<file path="config.mk">
export PLATFORM = sky130hd
export DESIGN_NAME = fpc_panel_ctrl
export DESIGN_NICKNAME = d
export VERILOG_FILES = /design/src/core/fpc_pkg.sv /design/src/core/fpc_panel_ctrl.sv /design/src/core/fpc_refresh_pacer.sv
export VERILOG_INCLUDE_DIRS = /design/src /design/src/core
export SDC_FILE = /design/constraint.sdc
export NUM_CORES = 1
export LEC_CHECK = 0
export ABC_AREA = 1
export BUFFER_PORTS_ARGS = -buffer_cell sky130_fd_sc_hd__buf_2
export CORE_MARGIN = 2
export CORE_UTILIZATION = 60
export CTS_CLUSTER_DIAMETER = 30
export CTS_CLUSTER_SIZE = 40
export DETAILED_ROUTE_END_ITERATION = 16
export PLACE_DENSITY = 0.86
export RECOVER_POWER = 25
export SLEW_MARGIN = 30
export SYNTH_ARGS = -nofsm -noshare
export SYNTH_HDL_FRONTEND = slang
export SYNTH_SLANG_ARGS = --single-unit
</file>
<file path="constraint.sdc">
create_clock -name clk -period 12 [get_ports clk]
set_input_delay 1.2 -clock clk [delete_from_list [all_inputs] [get_ports clk]]
set_output_delay 1.2 -clock clk [all_outputs]
set_load 0.03 [all_outputs]
</file>
<file path="src/core/fpc_cfg.svh">
`ifndef FPC_CFG_SVH
`define FPC_CFG_SVH
// Contract
// standby pin low halts host, video, tri-states
// standby refresh: self-refresh or paced divider
// crt-only: tri-state pulled down, or inactive
// line graphics from attribute or format-3 bit
// ninth pixel background or copy of eighth
// software writes ones to option bits 2,3
// two-bit stn packing field selects packing
// software restricts shift clock divide per packing
// two-frame frc steps each or alternate frame
// blank pin polarity from interface bit 0
// combined blank; no line pulses in vblank
// hblank only; line pulses continue in vblank
// panel dot clock source from interface bits
// line and frame pulse polarity bits 6,7
// horizontal compensation gated; manual or auto center
// text compression forces 8-dot and 8-bit panning
// horizontal doubling from mode or half width
// panel mode crt sync polarity from comp bits
// left border equals value plus one
// vertical centering manual or automatic
// text stretch priority from two-bit field
// replication stretch order from bit 6
// fast centering only when centering field 11
// display type bit 2 selects crt or panel
// all enables clear passes timing unmodified
`define FPC_IDX_PORT 16'h03D6
`define FPC_DATA_PORT 16'h03D7
`define FPC_IX_DISP 8'h51
`define FPC_IX_PWR 8'h52
`define FPC_IX_FMT3 8'h53
`define FPC_IX_PIF 8'h54
`define FPC_IX_HCMP 8'h55
`define FPC_IX_HLB 8'h56
`define FPC_IX_VCMP 8'h57
`define FPC_IX_VCTR 8'h58
`define FPC_IX_SRDIV 8'h5F
`define FPC_REG_RST 8'h00
`define FPC_B_FPMODE 2
`define FPC_B_SMASK 5
`define FPC_B_EFCP 6
`define FPC_B_SWSTBY 4
`define FPC_B_REFSEL 6
`define FPC_B_CRTCTL 7
`define FPC_B_FRC3 6
`define FPC_B_HOLD 7
`define FPC_SYNC_INIT 2'b11
`endif

</file>
<file path="src/core/fpc_pkg.sv">
package fpc_pkg;
    // timing strobes from the display pipeline
    typedef struct packed {
        logic hBlank;
        logic vBlank;
        logic crtBlank;
        logic textMode;
        logic nineDot;
        logic seqDouble;
        logic cgaDouble;
        logic attrLineGfx;
        logic frcTwoFrame;
    } fpc_timing_t;
    // vertical compensation decisions
    typedef struct packed {
        logic center;
        logic autoCenter;
        logic textStretch;
        logic tallFont;
        logic secondFirst;
        logic repStretch;
        logic repFirst;
        logic fastCenter;
    } fpc_vplan_t;
    typedef enum logic [1:0] {PACK3, PACK4, PACKRSV, PACK4X} fpc_pack_t;
    typedef enum logic [1:0] {VID_DRIVE, VID_INACTIVE, VID_FLOAT} fpc_vid_t;
endpackage

</file>
<file path="src/core/fpc_panel_ctrl.sv">
`timescale 1ns/1ps
`include "fpc_cfg.svh"
module fpc_panel_ctrl (
    input wire logic clk, // dot clock
    input wire logic sys_rst, // async reset
    input wire logic [15:0] ioAddr, // host i/o address
    input wire logic ioWr, // host write strobe
    input wire logic ioRd, // host read strobe
    input wire logic [7:0] ioWrData, // host write data
    output logic [7:0] ioRdData, // host read data
    input wire logic standbyPinN, // standby pin, low active
    input wire logic ref32kPin, // 32 kHz refresh reference
    input wire fpc_pkg::fpc_timing_t tim, // timing strobes
    input wire logic [7:0] hDispEnd, // horizontal display end
    input wire logic [7:0] hPanelSize, // horizontal panel size
    input wire logic [3:0] miscClkSel, // misc output clock bits
    input wire logic [1:0] miscSyncPol, // misc output sync pol
    input wire logic [1:0] featClkSel, // feature control bits
    input wire logic [7:0] pixIn, // panel data from pipeline
    output logic [7:0] pixOut, // panel data pins
    output logic pixOe, // panel data enable
    output logic blankOut, // blank pin value
    output logic linePulseOut, // panel_line_pulse value
    output logic framePulseOut, // panel_frame_pulse value
    output logic ctlOe, // panel control enable
    output logic weakPullDown, // weak pull-down request
    output logic hostStop, // host memory path halted
    output logic videoStop, // video, timing, dac halted
    output logic refreshReq, // paced refresh pulse
    output logic selfRefresh, // self-refresh mode
    output logic [3:0] dotClkSel, // dot clock source
    output logic [1:0] crtSyncPol, // crt sync polarity
    output logic shiftClkMask, // mask shift clock now
    output logic lineGfx, // line graphics active
    output logic ninthCopy, // ninth pixel copies eighth
    output fpc_pkg::fpc_pack_t packMode, // stn packing
    output logic frcStep, // frc data advance pulse
    output logic hComp, // horizontal compensation on
    output logic hAutoCenter, // automatic horizontal centering
    output logic [8:0] leftBorder, // left border, char clocks
    output logic textCompress, // text compression on
    output logic force8Dot, // 8-dot chars, 8-bit panning
    output logic hDouble, // horizontal pixel doubling
    output fpc_pkg::fpc_vplan_t vPlan // vertical plan
);
    logic [7:0] idx_reg;
    logic [7:0] disp_reg;
    logic [7:0] pwr_reg;
    logic [7:0] fmt3_reg;
    logic [7:0] pif_reg;
    logic [7:0] hcmp_reg;
    logic [7:0] hlb_reg;
    logic [7:0] vcmp_reg;
    logic [7:0] vctr_reg;
    logic [7:0] srdiv_reg;
    logic [1:0] stbySync;
    logic [2:0] refSync;
    logic standby;
    logic panelMode;
    logic dataWr;
    logic fpBlank;
    logic hBlankPrev;
    logic blankPrev;
    logic vBlankPrev;
    logic lpRaw;
    logic flmRaw;
    logic frcPhase_reg;
    fpc_pkg::fpc_vid_t vidMode;

    // pins from outside pass two flops first
    always_ff @(posedge clk or posedge sys_rst)
    begin
        if (sys_rst)
        begin
            stbySync <= `FPC_SYNC_INIT;
            refSync <= 3'h0;
        end
        else
        begin
            stbySync <= {stbySync[0], standbyPinN};
            refSync <= {refSync[1:0], ref32kPin};
        end
    end

    assign standby = !stbySync[1] || pwr_reg[`FPC_B_SWSTBY];
    assign panelMode = disp_reg[`FPC_B_FPMODE];
    assign hostStop = standby;
    assign videoStop = standby;
    // host is ignored while in standby
    assign dataWr = ioWr && !standby && ioAddr == `FPC_DATA_PORT;

    // index port
    always_ff @(posedge clk or posedge sys_rst)
    begin
        if (sys_rst)
        begin
            idx_reg <= `FPC_REG_RST;
        end
        else if (ioWr && !standby && ioAddr == `FPC_IDX_PORT)
        begin
            idx_reg <= ioWrData;
        end
    end

    // indexed register writes
    always_ff @(posedge clk or posedge sys_rst)
    begin
        if (sys_rst)
        begin
            disp_reg <= `FPC_REG_RST;
            fmt3_reg <= `FPC_REG_RST;
            pif_reg <= `FPC_REG_RST;
            hcmp_reg <= `FPC_REG_RST;
            hlb_reg <= `FPC_REG_RST;
            vcmp_reg <= `FPC_REG_RST;
            vctr_reg <= `FPC_REG_RST;
            srdiv_reg <= `FPC_REG_RST;
        end
        else if (dataWr)
        begin
            case (idx_reg)
                `FPC_IX_DISP: disp_reg <= ioWrData;
                `FPC_IX_FMT3: fmt3_reg <= ioWrData;
                `FPC_IX_PIF: pif_reg <= ioWrData;
                `FPC_IX_HCMP: hcmp_reg <= ioWrData;
                `FPC_IX_HLB: hlb_reg <= ioWrData;
                `FPC_IX_VCMP: vcmp_reg <= ioWrData;
                `FPC_IX_VCTR: vctr_reg <= ioWrData;
                `FPC_IX_SRDIV: srdiv_reg <= ioWrData;
                default: ;
            endcase
        end
    end

    // software standby bit drops when the pin goes low; pin wins
    always_ff @(posedge clk or posedge sys_rst)
    begin
        if (sys_rst)
        begin
            pwr_reg <= `FPC_REG_RST;
        end
        else if (!stbySync[1])
        begin
            pwr_reg[`FPC_B_SWSTBY] <= 1'b0;
        end
        else if (dataWr && idx_reg == `FPC_IX_PWR)
        begin
            pwr_reg <= ioWrData;
        end
    end

    // read back; unknown index reads zero
    always_ff @(posedge clk or posedge sys_rst)
    begin
        if (sys_rst)
        begin
            ioRdData <= 8'h00;
        end
        else if (ioRd && !standby && ioAddr == `FPC_IDX_PORT)
        begin
            ioRdData <= idx_reg;
        end
        else if (ioRd && !standby && ioAddr == `FPC_DATA_PORT)
        begin
            case (idx_reg)
                `FPC_IX_DISP: ioRdData <= disp_reg;
                `FPC_IX_PWR: ioRdData <= pwr_reg;
                `FPC_IX_FMT3: ioRdData <= fmt3_reg;
                `FPC_IX_PIF: ioRdData <= pif_reg;
                `FPC_IX_HCMP: ioRdData <= hcmp_reg;
                `FPC_IX_HLB: ioRdData <= hlb_reg;
                `FPC_IX_VCMP: ioRdData <= vcmp_reg;
                `FPC_IX_VCTR: ioRdData <= vctr_reg;
                `FPC_IX_SRDIV: ioRdData <= srdiv_reg;
                default: ioRdData <= 8'h00;
            endcase
        end
    end

    // standby memory refresh pacing
    fpc_refresh_pacer u_pacer (
        .clk(clk),
        .sys_rst(sys_rst),
        .standby(standby),
        .paced(pwr_reg[`FPC_B_REFSEL]),
        .srcTick(refSync[1] && !refSync[2]),
        .divider(srdiv_reg[3:0]),
        .refreshReq(refreshReq),
        .selfRefresh(selfRefresh)
    );

    // pin drive mode; standby always floats the pins
    always_comb
    begin
        vidMode = fpc_pkg::VID_DRIVE;
        if (standby)
        begin
            vidMode = fpc_pkg::VID_FLOAT;
        end
        else if (!panelMode)
        begin
            vidMode = pwr_reg[`FPC_B_CRTCTL] ? fpc_pkg::VID_INACTIVE
                : fpc_pkg::VID_FLOAT;
        end
    end

    // blank content: combined or horizontal only
    assign fpBlank = pif_reg[1] ? tim.hBlank : (tim.hBlank || tim.vBlank);
    // line pulse on the inactive edge of the selected blank
    assign lpRaw = pif_reg[1] ? (hBlankPrev && !tim.hBlank)
        : (blankPrev && !fpBlank);
    assign flmRaw = vBlankPrev && !tim.vBlank;

    always_ff @(posedge clk or posedge sys_rst)
    begin
        if (sys_rst)
        begin
            hBlankPrev <= 1'b0;
            blankPrev <= 1'b0;
            vBlankPrev <= 1'b0;
        end
        else
        begin
            hBlankPrev <= tim.hBlank;
            blankPrev <= fpBlank;
            vBlankPrev <= tim.vBlank;
        end
    end

    // panel pins: inactive level is the deasserted pulse polarity; the blank pin sits at its blanking level
    always_ff @(posedge clk or posedge sys_rst)
    begin
        if (sys_rst)
        begin
            pixOut <= 8'h00;
            pixOe <= 1'b0;
            ctlOe <= 1'b0;
            weakPullDown <= 1'b1;
            blankOut <= 1'b0;
            linePulseOut <= 1'b0;
            framePulseOut <= 1'b0;
            shiftClkMask <= 1'b0;
        end
        else
        begin
            pixOe <= vidMode != fpc_pkg::VID_FLOAT;
            ctlOe <= vidMode != fpc_pkg::VID_FLOAT;
            weakPullDown <= vidMode == fpc_pkg::VID_FLOAT;
            if (vidMode == fpc_pkg::VID_DRIVE)
            begin
                pixOut <= pixIn;
                blankOut <= (!fpBlank) ^ pif_reg[0];
                linePulseOut <= lpRaw ^ pif_reg[6];
                framePulseOut <= flmRaw ^ pif_reg[7];
                shiftClkMask <= disp_reg[`FPC_B_SMASK] && fpBlank;
            end
            else
            begin
                pixOut <= 8'h00;
                blankOut <= pif_reg[0];
                linePulseOut <= pif_reg[6];
                framePulseOut <= pif_reg[7];
                shiftClkMask <= 1'b0;
            end
        end
    end

    // clock source and crt sync polarity override in panel mode
    always_ff @(posedge clk or posedge sys_rst)
    begin
        if (sys_rst)
        begin
            dotClkSel <= 4'h0;
            crtSyncPol <= 2'b00;
        end
        else
        begin
            dotClkSel <= panelMode ? {pif_reg[5:4], pif_reg[3:2]}
                : {featClkSel, miscClkSel[3:2]};
            crtSyncPol <= panelMode ? hcmp_reg[7:6] : miscSyncPol;
        end
    end

    // line graphics source, ninth pixel and packing
    always_ff @(posedge clk or posedge sys_rst)
    begin
        if (sys_rst)
        begin
            lineGfx <= 1'b0;
            ninthCopy <= 1'b0;
            packMode <= fpc_pkg::PACK3;
        end
        else
        begin
            lineGfx <= fmt3_reg[0] ? fmt3_reg[1] : tim.attrLineGfx;
            ninthCopy <= fmt3_reg[0] && fmt3_reg[1];
            packMode <= fpc_pkg::fpc_pack_t'(fmt3_reg[5:4]);
        end
    end

    // frc advance; alternate frames only in two-frame mode
    always_ff @(posedge clk or posedge sys_rst)
    begin
        if (sys_rst)
        begin
            frcPhase_reg <= 1'b0;
            frcStep <= 1'b0;
        end
        else
        begin
            frcStep <= 1'b0;
            if (flmRaw)
            begin
                frcPhase_reg <= !frcPhase_reg;
                frcStep <= !(tim.frcTwoFrame && fmt3_reg[`FPC_B_FRC3])
                    || frcPhase_reg;
            end
        end
    end

    // horizontal compensation decisions
    always_ff @(posedge clk or posedge sys_rst)
    begin
        if (sys_rst)
        begin
            hComp <= 1'b0;
            hAutoCenter <= 1'b0;
            leftBorder <= 9'h000;
            textCompress <= 1'b0;
            force8Dot <= 1'b0;
            hDouble <= 1'b0;
        end
        else
        begin
            hComp <= panelMode && disp_reg[`FPC_B_EFCP] && hcmp_reg[0];
            hAutoCenter <= hComp && hcmp_reg[1];
            leftBorder <= (hComp && !hcmp_reg[1]) ? {1'b0, hlb_reg} + 9'h001
                : 9'h000;
            textCompress <= hComp && hcmp_reg[2] && tim.textMode;
            force8Dot <= hComp && hcmp_reg[2] && tim.textMode && tim.nineDot;
            hDouble <= hComp && (tim.seqDouble || tim.cgaDouble
                || (hcmp_reg[5] && {1'b0, hDispEnd, 1'b0} <= {2'b00, hPanelSize}));
        end
    end

    // vertical plan
    always_ff @(posedge clk or posedge sys_rst)
    begin
        if (sys_rst)
        begin
            vPlan <= '0;
        end
        else
        begin
            vPlan.center <= panelMode && disp_reg[`FPC_B_EFCP] && vcmp_reg[0];
            vPlan.autoCenter <= vPlan.center && vcmp_reg[1];
            vPlan.textStretch <= vPlan.center && vcmp_reg[2];
            vPlan.tallFont <= vPlan.center && vcmp_reg[2] && vcmp_reg[4];
            vPlan.secondFirst <= vPlan.center && vcmp_reg[2] && vcmp_reg[3];
            vPlan.repStretch <= vPlan.center && vcmp_reg[5];
            vPlan.repFirst <= vPlan.center && vcmp_reg[5] && vcmp_reg[6];
            vPlan.fastCenter <= vctr_reg[1:0] == 2'b11 && !vcmp_reg[`FPC_B_HOLD];
        end
    end
endmodule

</file>
<file path="src/core/fpc_refresh_pacer.sv">
`timescale 1ns/1ps
`include "fpc_cfg.svh"
module fpc_refresh_pacer (
    input wire logic clk, // dot clock
    input wire logic sys_rst, // async reset
    input wire logic standby, // standby active
    input wire logic paced, // 1: paced refresh
    input wire logic srcTick, // one-cycle source tick
    input wire logic [3:0] divider, // interval select
    output logic refreshReq, // refresh pulse
    output logic selfRefresh // self-refresh memories
);
    logic [3:0] cnt_reg;
    logic [3:0] cnt_next;

    // paced interval counts source ticks, value plus one
    always_comb
    begin
        cnt_next = cnt_reg + 4'h1;
        if (!standby || !paced || cnt_reg == divider)
        begin
            cnt_next = 4'h0;
        end
    end

    always_ff @(posedge clk or posedge sys_rst)
    begin
        if (sys_rst)
        begin
            cnt_reg <= 4'h0;
        end
        else if (srcTick || !standby || !paced)
        begin
            cnt_reg <= cnt_next;
        end
    end

    // one request per finished interval
    always_ff @(posedge clk or posedge sys_rst)
    begin
        if (sys_rst)
        begin
            refreshReq <= 1'b0;
            selfRefresh <= 1'b0;
        end
        else
        begin
            refreshReq <= standby && paced && srcTick && cnt_reg == divider;
            selfRefresh <= standby && !paced;
        end
    end
endmodule
</file>
* Word-level counts from Yosys, hierarchy flattened
Index checks and enable logic that the tools add are counted.
Operators by class: $add $sub $neg 2, order comparisons 1, equal/unequal tests 16, muxes and demuxes 21, bitwise logic cells 3, reductions and logical operators 66
Operator list (count):
- == test 8 x 7 -> 1 bit (second input constant) | 9
- case mux 8 bit (9 select lines) | 1
- logical AND 1 bit | 35
- == test 16 x 10 -> 1 bit (second input constant) | 2
- two-way mux 8 bit | 3
- AND reduction 2 bit | 9
- logical NOT 1 bit | 11
- adder 8 x 1 -> 9 bit (second input constant) | 1
- <= comparator 9 x 8 -> 1 bit | 1
- logical OR 1 bit | 9
- two-way mux 1 bit | 9
- two-way mux 9 bit | 1
- two-way mux 2 bit | 4
- two-way mux 4 bit | 2
- two-way mux 5 bit | 1
- adder 4 x 1 -> 4 bit (second input constant) | 1
- == test 2 bit (second input constant) | 2
- == test 4 bit | 1
- XOR 1 bit | 3
- logical NOT 2 bit | 1
- inequality test 2 x 1 -> 1 bit (second input constant) | 1
- inequality test 2 bit (second input constant) | 1
- nonzero test 2 bit | 1
Storage, ports and cells: register bits after elaboration 150, input port bits 71, output and inout port bits 60, logic and storage cells 157

* Logic depth before layout (Yosys ltp)
word-level depth 8, gate-level depth with buffers 11

* Cells and area by module
A second synthesis with hierarchy kept.
Unflattened totals: cell total of the unflattened synthesis 793, area, all modules 6892.9 µm²
Modules (own cells, without submodules):
- fpc_panel_ctrl | instances 1, cells an instance 738, area an instance 6503.7 µm², sequential area each 3607.2 µm²
- fpc_refresh_pacer | instances 1, cells an instance 55, area an instance 389.1 µm², sequential area each 150.1 µm²

* Worst setup path before layout
No wires, ideal clock.
path kind input port to flip-flop, start in ioAddr[11], end reg hcmp_reg[0], setup time 0.124 ns, arrival 2.337 ns, data required time 11.876 ns, slack 9.538 ns, stages on the path 9, buffers on the path 1, cell sequence nor2_1 -> nand3_1 -> nor2_2 -> nand2_2 -> nor2_8 -> nand4_4 -> buf_6 -> nand2_1 -> o21ai_2
On the way: word-level cells in the longest chain between the ends 3
Ends and longest elaborated chain:
- start, declared | line fpc_panel_ctrl.sv:6 | input wire logic [15:0] ioAddr,
- == test 16 x 10 -> 1 bit (no line)
- logical AND 1 bit (no line)
- AND reduction 2 bit (no line)
- end signal, assigned | line fpc_panel_ctrl.sv:113 | hcmp_reg <= `FPC_REG_RST;
- end signal, assigned | line fpc_panel_ctrl.sv:125 | `FPC_IX_HCMP: hcmp_reg <= ioWrData;
- end, declared | line fpc_panel_ctrl.sv:51 | logic [7:0] hcmp_reg;
Every way passes these cells. A chain may end at the register's enable or synchronous reset.

==> run summary <==
DR pass1 iterations: 5
Port Buffer Count: 127
Pwr/cell area: 139 mW/mm2
Syn Std Cell Area: 0.00683 mm2
Count of cell types in the netlist: 34
Most frequent cell after synthesis: nand2_1
WP data arrival: 4.45 ns
RSZ-0062 raised after global routing: no
Vias per inst: 5.52
Detailed-route DRC error count: 0
Fin crit period: 3.96 ns
Crit path kind: primary input to asynchronous set/reset pin
CP Cell Sequence: buf_2, clkinvlp_2, buf_4
Final Core Density: 0.738
Clock power share: 0.504
# diodes: 0
Max-Cap Viols: 1
Critical Path End Type: asynchronous set/reset pin
Clock transition at the registers of the reported paths: 0.06 ns
RD Place Congestion: 0.899
Seq cells post-synth: 150
Worst hold endpoint: refSync[1]
Max FO, Critical Path: 96
TritonCTS clock tree: yes
Ys flop type: dfrtp_1
Avg Cell Area, Syn: 8.84 um2
R2R Setup Slk: 9.79 ns
Worst r2r src: stbySync[1]
Synth area leaders: dfrtp_1 (54%), nand2_1 (10%), nand3_1 (6.0%), nor2_1 (5.0%), inv_1 (4.3%)
Hold path depth: 0
Final setup margin: 8.04 ns
CTS Root Cell: clkbuf_16
Setup TNS: 0 ns
Routed vias: 5796
Worst path required time: 12.49 ns
Failing checks: capacitance limit, slew limit
Post-route cell area: 0.00810 mm2
Status: complete, but fails checks
Fill cell count: 750
Die X: 111 um
DP Area: 0.00746 mm2
Sequential power share: 0.454
Pre-CTS WS: 9.21 ns
Area grow syn2layout: 18.7%
Gr usage total: 0.274
Ports: 131
Final Skew: 0.00540 ns
Worst slew pin tran: 4.07 ns
Commonest cells in the netlist: nand2_1 (182), dfrtp_1 (147), nor2_1 (91)
RR Endpoint: hcmp_reg[7]
GRT overflow: 0
WL/cell: 15.6 um
Largest register FFs: 9
Hold Fails Final Rpt: 0
Vias in the first global route: 5467
Yosys warns: 0
Detailed Route Iter0 Violations: 528
Slew headroom: -1.73
CP Launch Type: primary input
Period utilisation layout: 0.330
Final Slew Violations: 97
Sw Share: 0.212
Initial core utilization: 0.621
Maximum clock rate: 0.252 GHz
Skew-Pair Late Insertion Delay: 0.42 ns
Rows: 38
Combinational group share of total power: 0.042
Worst path max stage delay: 2.26 ns
Core Footprint: 0.0110 mm2
H-tree levels: 4
Hold path startpoint: refSync[0]
Hold Path Class: flip-flop to flip-flop
Yosys top cell area share: 0.539
Die Ht: 111 um
Final ANT Viol Nets: 0
First-pass GRT wire length: 26.7 mm
TritonCTS Buffers: 17
# Post-CTS Setup Buffers: 0
Share of cells above drive strength 1: 0.203
Drt total wl: 16.4 mm
Antenna violations before repair: 0
Clk sink count: 150
Asr flop ratio synth: 1.00
Post-synth EDFFs: 0
Internal power: 889 uW
Cts hold-fix bufs: 0
Die Footprint: 0.0122 mm2
P_leak: 0.00440 uW
Seq/Total Area, Yosys: 0.551
Largest net degree at the start of global routing: 97
P_sw: 239 uW
CTS resizes: 0
CTS max path bufs: 2
Net Count, Synth: 852
Area leader, netlist: dfrtp_1
Final setup viols: 0
Worst path slowest cell: clkinvlp_2
Worst R2R Path Depth: 9
Post-DP HPWL: 10.8 mm
# nets final: 977
Mapped Cells: 772
Largest Register: leftBorder
VDD IR max: 170 uV
-- final cells by class --
class                   count  area, um2  share of cell area
flip-flops and latches    150       3760               0.464
multi-input cells         520       2570               0.317
inverters                  79        298              0.0368
clock inverters            12        174              0.0215
clock buffers              20        467              0.0576
repair buffers            129        659              0.0814
well taps                 140        175              0.0216
-- critical path, delay by kind of cell --
kind | cells | cell delay (ns)
buffers and inverters | 3 | 3.20
-- worst max-delay path by stage --
stage / cells after the start / endpoint / from
after floorplan: 1 / blankOut / sys_rst
after global placement: 9 / hcmp_reg[4] / ioAddr[11]
after detailed placement: 9 / hcmp_reg[4] / ioAddr[11]
after CTS: 4 / videoStop / stbySync[1]
after global routing: 3 / ioRdData[0] / sys_rst
final: 3 / ioRdData[6] / sys_rst
-- kinds of logic after synthesis --
group | share of synthesized area
AO/OA/AOI/OAI | 0.0807
XOR/XNOR | 0.0128
adder cells (fa/ha/maj) | 0.0165
buffers and inverters | 0.0717
flip-flops | 0.551
AND/OR/NAND/NOR | 0.268
-- through the flow --
stage	cells	hold slack, ns	power, uW
finish	1050	0.352	1130
global route	1050	0.359	1160
CTS	1049	0.357	1130
detailed placement	1017	0.346	569
global placement	1017	0.332	567
floorplan	772	0.331	547
-- metal layers --
metal / vias to the layer above / GRT usage / routed length (um)
li1: 2742 / - / -
met1: 2772 / 0.351 / 6480
met2: 247 / 0.470 / 8510
met3: 35 / 0.0601 / 1090
met4: 0 / 0.0825 / 323
met5: - / 0 / 0
-- power groups by stage --
stage	combinational, uW	sequential, uW	clock, uW
5_1_grt	53.0	512	596
2_1_floorplan	22.2	524	0
3_5_place_dp	47.7	521	0
6_report	46.9	512	569
4_1_cts	47.9	512	572
3_3_place_gp	46.0	521	0
-- cell usage in the layout, fill, tap and decap left out, types with 2 or more instances in the layout --
master      instances
ha_1                9
nand4_4             2
nand3_1            82
nor3_1              3
xor2_1              9
o21ai_0            40
buf_2             124
clkbuf_16          17
clkinvlp_4          4
o21ai_1            44
clkbuf_8            3
inv_1              77
o21ai_2             5
nand4_1             7
and3_1              3
dfrtp_1           147
nand2_4             3
a21oi_1            16
dfstp_2             2
clkinv_2            3
nor2_8              2
nand2_1           182
nor2_2              2
nand3_4             5
nand2_2             3
bufinv_16           4
clkbuf_1            3
nor2_1             92
nor3b_1             5
Power figures use the tool's default switching activity.
